File: src/rtl/adc_seq_map.vh
// constants for the converter control and sequencer block
`ifndef ADC_SEQ_MAP_VH
`define ADC_SEQ_MAP_VH

// timing
`define CLK_PERIOD_NS   4
`define CONV_TIME_NS    1400
`define CONV_CYCLES     ((`CONV_TIME_NS + `CLK_PERIOD_NS - 1) / `CLK_PERIOD_NS)
`define START_RELEASE_NS 400

// mode select codes {mode_select_hi, mode_select_lo}
`define MODE_DIRECT     2'h0
`define MODE_SCAN       2'h1
`define MODE_PROGRAM    2'h2
`define MODE_RUN        2'h3

// sequencer memory
`define SEQ_DEPTH       16
`define SEQ_AW          4
`define SEQ_WIDTH       7

// status word fields
`define ST_PAIR         6
`define ST_ADDR_HI      5
`define ST_ADDR_LO      3
`define ST_POL          2
`define ST_GAIN         1
`define ST_END          0

// reset values
`define RESULT_RESET    12'h000
`define PTR_RESET       4'h0
`define SCAN_RESET      3'h0

`endif

File: src/rtl/pin_sync.v
// two-flop synchroniser for asynchronous pin inputs
`timescale 1ns/10ps
module pin_sync #(
  parameter WIDTH = 12
) (
  // clock and reset
  input  wire             mclk,
  input  wire             rst_b,
  // pins and synchronised copies
  input  wire [WIDTH-1:0] pins,
  output wire [WIDTH-1:0] pins_sync
);

  genvar i;
  // one pair of flops per bit; reset high, the idle level of the strobes
  generate
    for (i = 0; i < WIDTH; i = i + 1) begin : g_bit
      reg stage1;
      reg stage2;
      always @(posedge mclk or negedge rst_b) begin
        if (!rst_b) begin
          stage1 <= 1'h1;
          stage2 <= 1'h1;
        end else begin
          stage1 <= pins[i];
          stage2 <= stage1;
        end
      end
      assign pins_sync[i] = stage2;
    end
  endgenerate

endmodule

File: src/rtl/seq_memory.v
// sequencer memory, one write port and a registered read port
`timescale 1ns/10ps
module seq_memory #(
  parameter WIDTH = 7,
  parameter DEPTH = 16,
  parameter AW    = 4
) (
  // clock and reset
  input  wire             mclk,
  input  wire             rst_b,
  // write port
  input  wire             wr_en,
  input  wire [AW-1:0]    wr_addr,
  input  wire [WIDTH-1:0] wr_data,
  // read port
  input  wire [AW-1:0]    rd_addr,
  output reg  [WIDTH-1:0] rd_data
);

  reg [WIDTH-1:0] mem [0:DEPTH-1];

  // contents survive mode changes, so the array carries no reset
  always @(posedge mclk) begin
    if (wr_en) begin
      mem[wr_addr] <= wr_data;
    end
  end

  // read data one cycle after the address
  always @(posedge mclk or negedge rst_b) begin
    if (!rst_b) begin
      rd_data <= {WIDTH{1'b0}};
    end else begin
      rd_data <= mem[rd_addr];
    end
  end

endmodule

File: src/rtl/adc_conversion_mux_sequencer.v
// conversion handshake, mux address generation and sequencer control
// Functional notes
// - start on start pin low while selected
// - ignore starts while converting
// - busy low for the whole conversion
// - select and read low keep outputs driven
// - outputs float until read strobe low
// - read tied to start shows previous result
// - each read low starts next conversion
// - direct mode takes address and span pins
// - config pins transparent while write low, held
// - scan mode counts channels, ignores address pins
// - single-ended scan covers eight channels
// - differential scan covers four adjacent pairs
// - counter steps one or two per conversion
// - low mode select change clears scan counter
// - used address and pair flag shown out
// - sixteen locations, six bits plus end flag
// - readback gives 7-bit status word
// - busy low, no conversions while programming
// - either mode select change resets pointer
// - write strobe rise stores and advances
// - last write marks end; wraps after sixteen
// - read strobe drives word, rise advances
// - end flag reads one at last location
// - run mode uses location then advances
`timescale 1ns/10ps
`include "adc_seq_map.vh"
module adc_conversion_mux_sequencer #(
  parameter RESULT_WIDTH = 12,
  parameter CONV_CYCLES  = `CONV_CYCLES,
  parameter CNT_WIDTH    = 12
) (
  // clock and reset
  input  wire                    mclk,
  input  wire                    rst_b,
  // host control pins
  input  wire                    chip_select_n,
  input  wire                    read_n,
  input  wire                    write_n,
  input  wire                    conversion_start_n,
  input  wire                    mode_select_hi,
  input  wire                    mode_select_lo,
  // configuration pins
  input  wire                    differential_select,
  input  wire                    mux_address_in_2,
  input  wire                    mux_address_in_1,
  input  wire                    mux_address_in_0,
  input  wire                    gain_range_select,
  input  wire                    polarity_select,
  // result from the analog core
  input  wire [RESULT_WIDTH-1:0] core_result,
  // to the analog core
  output reg                     sample_start,
  output reg  [2:0]              mux_channel,
  output reg                     mux_differential,
  output reg                     mux_gain,
  output reg                     mux_polarity,
  // host outputs
  output reg                     busy_n,
  output reg  [RESULT_WIDTH-1:0] data_out,
  output reg  [RESULT_WIDTH-1:0] data_oe,
  output reg                     address_out_bit2,
  output reg                     address_out_bit1,
  output reg                     address_out_bit0,
  output reg                     differential_out_flag,
  output reg                     address_oe
);
  localparam ST_IDLE = 2'h0;
  localparam ST_CONV = 2'h1;
  localparam ST_DONE = 2'h2;
  localparam integer CONV_LAST = CONV_CYCLES - 1;
  wire [11:0]              pins_sync;
  wire                     cs_s;
  wire                     rd_s;
  wire                     wr_s;
  wire                     cstart_s;
  wire [1:0]               mode;
  wire [5:0]               cfg_pins;
  reg  [1:0]               mode_prev;
  reg                      cstart_prev;
  reg                      rd_prev;
  reg                      wr_prev;
  reg  [1:0]               state;
  reg  [1:0]               next_state;
  reg  [CNT_WIDTH-1:0]     conv_cnt;
  reg  [5:0]               cfg_latch;
  reg  [5:0]               sel_cfg;
  reg  [5:0]               conv_cfg;
  reg  [1:0]               conv_mode;
  reg                      conv_wrap;
  reg  [RESULT_WIDTH-1:0]  result;
  reg  [3:0]               addr_held;
  reg  [2:0]               scan_cnt;
  reg  [`SEQ_AW-1:0]       seq_ptr;
  reg  [5:0]               last_cfg;
  reg                      fix_pending;
  reg  [`SEQ_AW-1:0]       fix_addr;
  reg  [5:0]               fix_cfg;
  reg                      mem_wr_en;
  reg  [`SEQ_AW-1:0]       mem_wr_addr;
  reg  [`SEQ_WIDTH-1:0]    mem_wr_data;
  wire [`SEQ_WIDTH-1:0]    mem_rdata;
  wire                     mode_change;
  wire                     lo_change;
  wire                     cstart_fall;
  wire                     rd_rise;
  wire                     wr_rise;
  wire                     programming;
  wire                     start_ok;
  wire                     conv_end;
  wire                     seq_write;
  wire                     seq_read_step;
  wire                     rd_active;
  // every pin crosses two flops before any logic looks at it
  pin_sync #(
    .WIDTH (12)
  ) u_pin_sync (
    .mclk      (mclk),
    .rst_b     (rst_b),
    .pins      ({chip_select_n, read_n, write_n, conversion_start_n,
                 mode_select_hi, mode_select_lo, differential_select,
                 mux_address_in_2, mux_address_in_1, mux_address_in_0,
                 polarity_select, gain_range_select}),
    .pins_sync (pins_sync)
  );
  assign cs_s     = pins_sync[11];
  assign rd_s     = pins_sync[10];
  assign wr_s     = pins_sync[9];
  assign cstart_s = pins_sync[8];
  assign mode     = pins_sync[7:6];
  assign cfg_pins = pins_sync[5:0];

  // edge detection on synchronised pins
  assign mode_change = (mode != mode_prev);
  assign lo_change   = (mode[0] != mode_prev[0]);
  assign cstart_fall = cstart_prev & ~cstart_s;
  assign rd_rise     = ~rd_prev & rd_s;
  assign wr_rise     = ~wr_prev & wr_s;
  assign programming = (mode == `MODE_PROGRAM);
  assign rd_active   = ~cs_s & ~rd_s;
  // a start is only taken when idle and selected
  assign start_ok = (state == ST_IDLE) & cstart_fall & ~cs_s & ~programming;
  assign conv_end = (state == ST_CONV) & (conv_cnt == CONV_LAST[CNT_WIDTH-1:0]);

  // program and readback strobes, the other strobe held high
  assign seq_write     = programming & ~mode_change & wr_rise & rd_s;
  assign seq_read_step = programming & ~mode_change & rd_rise & wr_s;

  // history starts at the synced reset levels, so reset makes no edge
  always @(posedge mclk or negedge rst_b) begin
    if (!rst_b) begin
      mode_prev   <= 2'h3;
      cstart_prev <= 1'h1;
      rd_prev     <= 1'h1;
      wr_prev     <= 1'h1;
    end else begin
      mode_prev   <= mode;
      cstart_prev <= cstart_s;
      rd_prev     <= rd_s;
      wr_prev     <= wr_s;
    end
  end

  // config pins follow while write is low, hold while it is high
  always @(posedge mclk or negedge rst_b) begin
    if (!rst_b) begin
      cfg_latch <= 6'h00;
    end else if (!wr_s) begin
      cfg_latch <= cfg_pins;
    end
  end

  // configuration used for a conversion, chosen by mode
  always @* begin
    sel_cfg = cfg_latch;
    if (mode == `MODE_SCAN) begin
      sel_cfg[4:2] = scan_cnt;
    end else if (mode == `MODE_RUN) begin
      sel_cfg = mem_rdata[`SEQ_WIDTH-1:1];
    end
  end

  // conversion state machine
  always @* begin
    next_state = state;
    case (state)
      ST_IDLE: begin
        if (start_ok) begin
          next_state = ST_CONV;
        end
      end
      ST_CONV: begin
        if (conv_end) begin
          next_state = ST_DONE;
        end
      end
      ST_DONE: begin
        // one settle cycle lets the memory read catch up with the pointer
        next_state = ST_IDLE;
      end
      default: begin
        next_state = ST_IDLE;
      end
    endcase
  end

  always @(posedge mclk or negedge rst_b) begin
    if (!rst_b) begin
      state     <= ST_IDLE;
      conv_cnt  <= {CNT_WIDTH{1'b0}};
      conv_cfg  <= 6'h00;
      conv_mode <= `MODE_DIRECT;
      conv_wrap <= 1'h0;
    end else begin
      state <= next_state;
      if (start_ok) begin
        conv_cnt  <= {CNT_WIDTH{1'b0}};
        conv_cfg  <= sel_cfg;
        conv_mode <= mode;
        conv_wrap <= mem_rdata[`ST_END];
      end else if (state == ST_CONV) begin
        conv_cnt <= conv_cnt + 1'b1;
      end
    end
  end

  // drive the analog core at the start of each conversion
  always @(posedge mclk or negedge rst_b) begin
    if (!rst_b) begin
      sample_start     <= 1'h0;
      mux_channel      <= 3'h0;
      mux_differential <= 1'h0;
      mux_gain         <= 1'h0;
      mux_polarity     <= 1'h0;
    end else begin
      sample_start <= start_ok;
      if (start_ok) begin
        mux_differential <= sel_cfg[5];
        mux_channel      <= sel_cfg[4:2];
        mux_polarity     <= sel_cfg[1];
        mux_gain         <= sel_cfg[0];
      end
    end
  end

  // busy low while converting and throughout program or readback
  always @(posedge mclk or negedge rst_b) begin
    if (!rst_b) begin
      busy_n <= 1'h1;
    end else begin
      busy_n <= (next_state == ST_IDLE) & ~programming;
    end
  end

  // result and used address captured together at the end
  always @(posedge mclk or negedge rst_b) begin
    if (!rst_b) begin
      result    <= `RESULT_RESET;
      addr_held <= 4'h0;
    end else if (conv_end) begin
      result    <= core_result;
      addr_held <= conv_cfg[5:2];
    end
  end

  // scan counter; a low-select change wins over an advance
  always @(posedge mclk or negedge rst_b) begin
    if (!rst_b) begin
      scan_cnt <= `SCAN_RESET;
    end else if (lo_change) begin
      scan_cnt <= `SCAN_RESET;
    end else if (conv_end && conv_mode == `MODE_SCAN) begin
      scan_cnt <= conv_cfg[5] ? scan_cnt + 3'h2 : scan_cnt + 3'h1;
    end
  end

  // sequencer pointer; 4 bits so sixteen steps wrap to zero
  always @(posedge mclk or negedge rst_b) begin
    if (!rst_b) begin
      seq_ptr <= `PTR_RESET;
    end else if (mode_change) begin
      seq_ptr <= `PTR_RESET;
    end else if (seq_write || seq_read_step) begin
      seq_ptr <= seq_ptr + 1'b1;
    end else if (conv_end && conv_mode == `MODE_RUN) begin
      seq_ptr <= conv_wrap ? `PTR_RESET : seq_ptr + 1'b1;
    end
  end

  // each write lands with its end flag set, then, unless it went to location 0, the previous
  // location is rewritten with the flag cleared one cycle later
  always @(posedge mclk or negedge rst_b) begin
    if (!rst_b) begin
      last_cfg    <= 6'h00;
      fix_pending <= 1'h0;
      fix_addr    <= `PTR_RESET;
      fix_cfg     <= 6'h00;
    end else begin
      fix_pending <= seq_write & (seq_ptr != `PTR_RESET);
      if (seq_write) begin
        last_cfg <= cfg_latch;
        fix_addr <= seq_ptr - 1'b1;
        fix_cfg  <= last_cfg;
      end
    end
  end

  // single write port shared by store and fix-up
  always @* begin
    mem_wr_en   = 1'b0;
    mem_wr_addr = seq_ptr;
    mem_wr_data = {cfg_latch, 1'b1};
    if (seq_write) begin
      mem_wr_en = 1'b1;
    end else if (fix_pending) begin
      mem_wr_en   = 1'b1;
      mem_wr_addr = fix_addr;
      mem_wr_data = {fix_cfg, 1'b0};
    end
  end

  seq_memory #(
    .WIDTH (`SEQ_WIDTH),
    .DEPTH (`SEQ_DEPTH),
    .AW    (`SEQ_AW)
  ) u_seq_memory (
    .mclk    (mclk),
    .rst_b   (rst_b),
    .wr_en   (mem_wr_en),
    .wr_addr (mem_wr_addr),
    .wr_data (mem_wr_data),
    .rd_addr (seq_ptr),
    .rd_data (mem_rdata)
  );
  // output pins; readback reuses the top data bits and address pins
  always @(posedge mclk or negedge rst_b) begin
    if (!rst_b) begin
      data_out              <= `RESULT_RESET;
      data_oe               <= {RESULT_WIDTH{1'b0}};
      address_out_bit2      <= 1'h0;
      address_out_bit1      <= 1'h0;
      address_out_bit0      <= 1'h0;
      differential_out_flag <= 1'h0;
      address_oe            <= 1'h0;
    end else if (programming) begin
      data_out <= {mem_rdata[`ST_POL:`ST_END], result[RESULT_WIDTH-4:0]};
      data_oe  <= {{3{rd_active}}, {(RESULT_WIDTH-3){1'b0}}};
      differential_out_flag <= mem_rdata[`ST_PAIR];
      address_out_bit2      <= mem_rdata[`ST_ADDR_HI];
      address_out_bit1      <= mem_rdata[`ST_ADDR_HI-1];
      address_out_bit0      <= mem_rdata[`ST_ADDR_LO];
      address_oe            <= rd_active;
    end else begin
      // outputs show the last result until the next one ends
      data_out <= result;
      data_oe  <= {RESULT_WIDTH{rd_active}};
      differential_out_flag <= addr_held[3];
      address_out_bit2      <= addr_held[2];
      address_out_bit1      <= addr_held[1];
      address_out_bit0      <= addr_held[0];
      address_oe            <= rd_active;
    end
  end

endmodule

File: config.mk
export PLATFORM = sky130hd
export DESIGN_NAME = adc_conversion_mux_sequencer
export DESIGN_NICKNAME = d
export VERILOG_FILES = /design/src/rtl/pin_sync.v /design/src/rtl/seq_memory.v /design/src/rtl/adc_conversion_mux_sequencer.v
export VERILOG_INCLUDE_DIRS = /design/src /design/src/rtl
export SDC_FILE = /design/constraint.sdc
export NUM_CORES = 1
export LEC_CHECK = 0
export ABC_AREA = 1
export BUFFER_PORTS_ARGS = -buffer_cell sky130_fd_sc_hd__buf_2
export CAP_MARGIN = 0
export CORE_MARGIN = 4
export CORE_UTILIZATION = 50
export CTS_CLUSTER_DIAMETER = 50
export DETAILED_ROUTE_END_ITERATION = 10
export GPL_TIMING_DRIVEN = 1
export PLACE_DENSITY = 0.68
export RECOVER_POWER = 100
export SLEW_MARGIN = 25
export SYNTH_ARGS = -nofsm -noshare
export SYNTH_HDL_FRONTEND = slang
export SYNTH_SLANG_ARGS = --single-unit
File: constraint.sdc
create_clock -name mclk -period 2.6 [get_ports mclk]
set_clock_uncertainty 0.1 [all_clocks]
set_input_delay 0.39 -clock mclk [delete_from_list [all_inputs] [get_ports mclk]]
set_output_delay 0.39 -clock mclk [all_outputs]
set_load 0.01 [all_outputs]
## Word-level counts from Yosys, hierarchy flattened

Memory sizes are Yosys's and may differ from the RTL's. A register that Yosys moved wholly into a read port is not among the register bits.
Cells that the tools add are included.

- Register bits: 133
- Memory bits (writable): 112
- Input bits: 26
- Output and inout port bits: 37
- Memories kept: 1

Memories:

| memory | words | width | rd ports | clocked after Yosys merged registers in | write ports | line | text |
|---|---|---|---|---|---|---|---|
| u_seq_memory.mem | 16 | 7 | 1 | 1 | 1 | seq_memory.v:20 | `reg [WIDTH-1:0] mem [0:DEPTH-1];` |

- Add/sub/neg operators: 5
- Equal/unequal tests: 9
- Multiplexer cells: 30
- Bitwise logic cells: 22
- Reduce and logical (&&, ||, !) cells: 10

Operators by type and width:

| cell | count |
|---|---|
| 12-bit two-way mux | 3 |
| 4-bit two-way mux | 6 |
| 1-bit bitwise AND | 15 |
| 7-bit two-way mux | 2 |
| 12-bit by 1-bit adder with 12-bit output, second input constant | 1 |
| 12-bit by 9-bit == test with 1-bit output, second input constant | 1 |
| 3-bit two-way mux | 4 |
| 1-bit two-way mux | 9 |
| 9-bit two-way mux | 1 |
| 1-bit inverter | 7 |
| 2-bit by 1-bit == test with 1-bit output, second input constant | 3 |
| 2-bit == test, second input constant | 3 |
| 2-bit two-way mux | 3 |
| 6-bit two-way mux | 1 |
| 4-bit by 1-bit adder with 4-bit output, second input constant | 1 |
| 2-bit logical NOT | 2 |
| 2-bit case mux with 2 select lines | 1 |
| 2-bit nonzero test | 2 |
| 4-bit nonzero test | 1 |
| 4-bit by 1-bit subtractor with 4-bit output, second input constant | 1 |
| 3-bit by 1-bit adder with 3-bit output, second input constant | 1 |
| 3-bit by 2-bit adder with 3-bit output, second input constant | 1 |
| 3-bit nonzero test | 1 |
| 1-bit logical AND | 2 |
| 4 further kinds | 4 |

## Depth between registers and ports, before layout

- Depth in word-level cells: 9
- Mapped depth: 10
- Depth with buffers taken out: 9

## By module

A second synthesis with hierarchy kept.

- Cells, all modules: 998
- Area total of the unflattened synthesis: 10194.8 µm²

By module, submodules not included:

| module | times used | cells each | area an instance (µm²) | seq. area each (µm²) |
|---|---|---|---|---|
| seq_memory | 1 | 485 | 5069.9 | 3538.4 |
| adc_conversion_mux_sequencer | 1 | 477 | 4404.2 | 2359.8 |
| pin_sync | 1 | 36 | 720.7 | 630.6 |

## Worst setup path after synthesis

OpenSTA, ideal clock, no wires.

- Path type: reg2reg
- Start: register u_pin_sync.g_bit[9].stage2
- End: memory u_seq_memory.mem[0][5], data pin
- Library setup time: 0.330 ns
- Data arrival time: 1.744 ns
- Required time: 2.170 ns
- Setup slack: 0.426 ns
- Stages on the path, launching flop included: 8
- Buffers on the path: 1
- Clock period less this slack: 2.174 ns
- Cell sequence: dfstp_2 > buf_6 > nand2_2 > clkinv_1 > nand2_2 > nor2_8 > nor2_1 > o21ai_0

- Word-level cells in the longest chain between the ends: 4

RTL lines:

| item | line | text |
|---|---|---|
| start, declared | pin_sync.v:19 | `reg stage2;` |
| start signal, assigned | pin_sync.v:26 | `stage2 <= stage1;` |
| 1-bit bitwise AND | adc_conversion_mux_sequencer.v:139 | `assign wr_rise = ~wr_prev & wr_s;` |
| 1-bit bitwise AND (2 in series) | adc_conversion_mux_sequencer.v:147 | `assign seq_write = programming & ~mode_change & wr_rise & rd_s;` |
| 7-bit two-way mux | adc_conversion_mux_sequencer.v:314 | `if (seq_write) begin` |
| named net mem_wr_data[5] | adc_conversion_mux_sequencer.v:102 | `` reg [`SEQ_WIDTH-1:0] mem_wr_data; `` |
| end, declared | seq_memory.v:20 |  |

The timed path passes the listed nets, and every way through them passes these cells.

## Worst setup path after layout

- Start: register u_pin_sync.g_bit[9].stage2
- End: memory u_seq_memory.mem[12][1] (enable)

- Word-level cells in the longest chain between the ends: 6

RTL lines:

| item | line | text |
|---|---|---|
| 1-bit bitwise AND * | adc_conversion_mux_sequencer.v:139 |  |
| 1-bit bitwise AND * (2 in series) | adc_conversion_mux_sequencer.v:147 |  |
| 1-bit two-way mux | adc_conversion_mux_sequencer.v:314 |  |
| 1-bit two-way mux | seq_memory.v:24 | `if (wr_en) begin` |
| 1-bit two-way mux (not written as such) | seq_memory.v:25 | `mem[wr_addr] <= wr_data;` |

Mark *: on every way between the ends. The rest lies on a longest branch, timed or not.

==> results.txt <==
The run finished with clean final reports. Detailed-route DRC error count: 0. The path class of the tightest hold or removal check is reg -> reg. The tools report the data arrival time at the worst-slack endpoint as 2.47 ns. The tool flagged a number of max-cap violations equal to 0. Global routing consumed, over all layers together, 19.6% of the routing resources. The tools report the worst-case setup slack after placement as 0.379 ns. The routed via count divided by cell count was 5.01. Summed over all instances, the cell type with the most area after synthesis is sky130_fd_sc_hd__edfxtp_1.

STA classifies the critical path endpoint as a register. TritonCTS built the clock tree. The tools report the worst min-delay path startpoint as u_pin_sync.g_bit[3].stage1$_DFF_PN1_. The detailed-placement wirelength estimate came out at 13700 um. The total setup violations reported at the end of the flow was 0. The area growth from synthesis to layout is 18.0%. The count of nets left with antenna violations once routing finished came out at 0. Of the available clock period, the critical path in the final layout requires 90.8%. The share of Yosys cell area claimed by the top area cell type is 34.7%, and the initial antenna violation count is 0.

In the final design database the tool counted 1059 nets. The cell area power density came out at 808 nW/um2. After clock tree synthesis, the clock-pin slew on the worst setup and hold paths is 0.06 ns. The cell count after synthesis came out at 918. The floorplan has 50 rows. After filler insertion, the fill cell instance count of the layout stands at 1554. The total non-filler cell area in the finished layout came out at 11400 um2. The highest metal layer with signal wires is met4. The mapped netlist covers 9700 um2. The top achievable clock speed was 424 MHz.

The tools report the sequential cell area as 6530 um2. For the die outline area, the log shows 21700 um2. The synthesized design contains 112 enable-type register cells. The post-route netlist has 14.1% of its cells at a drive strength greater than 1. The multi-input combinational cell area was 2560 um2.

In this run the post-CTS setup repair buffer count came out at 0. The first global-routing pass estimated 33900 um of wire. Leaving out fill and tap cells, the most frequent cells in the layout are 289 x sky130_fd_sc_hd__nand2_1, 112 x sky130_fd_sc_hd__edfxtp_1, 94 x sky130_fd_sc_hd__dfrtp_1, 77 x sky130_fd_sc_hd__inv_1, 65 x sky130_fd_sc_hd__nor2_1. The sum of negative setup slack came out at 0 ns. The total area inside the core boundary comes to 18900 um2. Power comes to 9240 uW. The fraction of the yosys area taken by sequential cells came out at 67.3%.

Clock tree synthesis inserted a total of 28 buffers. The largest net degree at the start of global routing is 72. STA puts the critical path data required time at 2.71 ns. The level count of the clock H-tree was 1; the total overflow reported by the global router was 0.

During placement, the flow inserted port buffers numbering 62. For the headroom to the max-slew limit, the log shows 21.7%. The number of slew-limit violations in the final report is 0, and the die boundary height is 147 um. For the pin with the worst max-slew slack, the measured transition is 1.17 ns. After detailed routing, the met2 layer carries 9970 um of wire.

Averaged over all synthesized cells, the footprint is 10.6 um2. After synthesis, the netlist uses 39 different library cells. The repair_antennas step left the layout with diodes totalling 0.

The run gives 462 as the count of routing violations after the opening detailed-route iteration. The net count of the mapped netlist came out at 949. After detailed routing, the average wire length per cell comes to 16.0 um. In this run the worst setup path begins at u_pin_sync.g_bit[9].stage2$_DFF_PN1_. The critical path in this run is classified as reg -> reg. The number of I/O pins came out at 63. The cell sitting at the root of the clock tree is a sky130_fd_sc_hd__clkbuf_16.

Leaving out fill and tap cells, the most frequent cell in the layout is sky130_fd_sc_hd__nand2_1. Setup repair after global routing left no endpoint under its margin. The tools report the met1 routed wirelength after detailed routing as 9460 um.

Among all flip-flop cells after synthesis, the most frequent one is sky130_fd_sc_hd__edfxtp_1. Worst-path maximum fanout: 12. In the post-synthesis netlist, the biggest area contributors are sky130_fd_sc_hd__edfxtp_1 35%, sky130_fd_sc_hd__dfrtp_1 25%, sky130_fd_sc_hd__nand2_1 11%, sky130_fd_sc_hd__dfstp_2 8.1%, sky130_fd_sc_hd__nand3_1 3.1%. The congestion estimate from routability-driven global placement came to 0.860. Counting flops and latches in the post-synthesis netlist gives 237. End-of-flow core utilization: 60.6%. The startpoint type of the worst setup path was a register. The post-synthesis async set-or-reset flop share was 52.7%; the count of vias placed by the detailed router was 6562. The post-detailed-placement cell area is 10400 um2.

The worst register-to-register path begins at u_pin_sync.g_bit[9].stage2$_DFF_PN1_. The via count of the first global-routing pass was 6435. After detailed routing, the total wire length is 21000 um.

The pre-antenna-repair detailed-routing pass consisted of 5 iterations. Summed over all cells, the static leakage comes to 0.00482 uW. After layout, the worst setup slack is 0.239 ns. The hold violation count in the final report came out at 0.

The smallest clock period supported by the final layout is computed as 2.36 ns. The worst-case clock buffer depth came out at 3. The count of warnings emitted by yosys is 0, and the met3 wirelength from detailed routing is 1190 um. Once the floorplan was initialized, standard cells occupied 51.3% of the core. The clock net sink count came out at 237. VDD sags by at most 0.496 mV. Clock latency on the worst-skew pair, taken at its later pin, is 0.53 ns.

From left edge to right edge, the die measures 147 um.
-- cells in the mapped netlist, types with 2 or more instances --
| master | count |
|---|---|
| sky130_fd_sc_hd__nand2_1 | 285 |
| sky130_fd_sc_hd__edfxtp_1 | 112 |
| sky130_fd_sc_hd__dfrtp_1 | 95 |
| sky130_fd_sc_hd__inv_1 | 74 |
| sky130_fd_sc_hd__nor2_1 | 62 |
| sky130_fd_sc_hd__nand3_1 | 61 |
| sky130_fd_sc_hd__o21ai_0 | 46 |
| sky130_fd_sc_hd__dfstp_2 | 30 |
| sky130_fd_sc_hd__nand4_1 | 24 |
| sky130_fd_sc_hd__a21oi_1 | 14 |
| sky130_fd_sc_hd__buf_2 | 14 |
| sky130_fd_sc_hd__buf_4 | 14 |
| sky130_fd_sc_hd__clkbuf_1 | 12 |
| sky130_fd_sc_hd__nor3_1 | 12 |
| sky130_fd_sc_hd__o21ai_1 | 6 |
| sky130_fd_sc_hd__buf_6 | 5 |
| sky130_fd_sc_hd__ha_1 | 5 |
| sky130_fd_sc_hd__mux2_2 | 5 |
| sky130_fd_sc_hd__nand2_2 | 5 |
| sky130_fd_sc_hd__a31oi_1 | 4 |
| sky130_fd_sc_hd__inv_2 | 4 |
| sky130_fd_sc_hd__xnor2_1 | 4 |
| sky130_fd_sc_hd__xor2_1 | 4 |
| sky130_fd_sc_hd__nor2_2 | 3 |
| sky130_fd_sc_hd__nand3_2 | 2 |
| sky130_fd_sc_hd__nor2_4 | 2 |
| sky130_fd_sc_hd__o2bb2ai_1 | 2 |
-- flip-flops by register name (all words and copies together), names as in the netlist, 2 cells and up --
signal                   cells
fix_addr                     4
u_pin_sync.g_bit.stage1     12
conv_cnt                    12
data_out                    12
u_seq_memory.rd_data         7
mode_prev                    2
result                      12
cfg_latch                    6
u_pin_sync.g_bit.stage2     12
fix_cfg                      6
last_cfg                     6
scan_cnt                     3
u_seq_memory.mem           112
conv_cfg                     6
addr_held                    4
seq_ptr                      4
conv_mode                    2
state                        2
-- power by group --
group | switching (uW) | internal, uW | leakage, uW
clock | 1490 | 2290 | 0.000466
sequential | 202 | 4210 | 0.00249
combinational | 703 | 355 | 0.00186
-- kinds of logic (layout without fill, tap and decap cells) --
group	Yosys count	count (layout)	synth area share (%)
compound gates	78	78	4.32
mux	5	5	0.581
simple gates	461	461	20.5
buf+inv	124	256	5.91
xor+xnor	8	8	0.723
flops	237	237	67.3
fa+ha+maj	5	5	0.645
-- worst paths after layout --
| kind | to | slack (ns) | depth (start not counted) |
|---|---|---|---|
| worst min register to register | u_pin_sync.g_bit[3].stage2$_DFF_PN1_ | 0.25 | 0 |
| min in group asynchronous | conv_cnt[8]$_DFFE_PN0P_ | 0.52 | 2 |
| worst max-delay path | u_seq_memory.mem[12][1]$_DFFE_PP_ | 0.24 | 9 |
| max in group asynchronous | u_pin_sync.g_bit[9].stage2$_DFF_PN1_ | 0.80 | 3 |
| worst max register to register | u_seq_memory.mem[12][1]$_DFFE_PP_ | 0.24 | 9 |
| worst min-delay path | u_pin_sync.g_bit[3].stage2$_DFF_PN1_ | 0.25 | 0 |
-- repair_timing --
action	4_1_cts	5_1_grt
endpoints found under the hold margin	100	0
hold buffers	25	0
gates resized for setup	0	0
-- cell type report --
cell class | instances | share of cell area, %
sequential | 237 | 57.1
multi-input combinational | 557 | 22.4
clock buffer | 41 | 7.45
timing repair buffer | 125 | 6.98
tap | 260 | 2.84
inverter | 79 | 2.59
clock inverter | 11 | 0.689
-- worst max-delay path: stages (launching register included) --
cell                       delay (ns)
sky130_fd_sc_hd__dfstp_2         0.64
sky130_fd_sc_hd__nand2_2         0.06
sky130_fd_sc_hd__clkinv_1        0.06
sky130_fd_sc_hd__nand2_1         0.15
sky130_fd_sc_hd__nor2_8          0.24
sky130_fd_sc_hd__o21ai_0         0.17
sky130_fd_sc_hd__inv_1           0.11
sky130_fd_sc_hd__nand2_1         0.15
sky130_fd_sc_hd__nor2_1          0.12
sky130_fd_sc_hd__clkbuf_2        0.24
-- per-layer routing --
metal	up-vias	global-route usage, %
li1	3237	-
met1	3118	27.3
met2	174	32.4
met3	33	3.52
met4	0	4.75
met5	-	0
-- through the flow --
step | instances | hold WS [ns]
6_report | 1310 | 0.251
3_3_place_gp | 1233 | 0.193
4_1_cts | 1310 | 0.189
2_1_floorplan | 918 | -0.00559
5_1_grt | 1310 | 0.250
3_5_place_dp | 1233 | 0.192
Power figures use the tool's default switching activity.
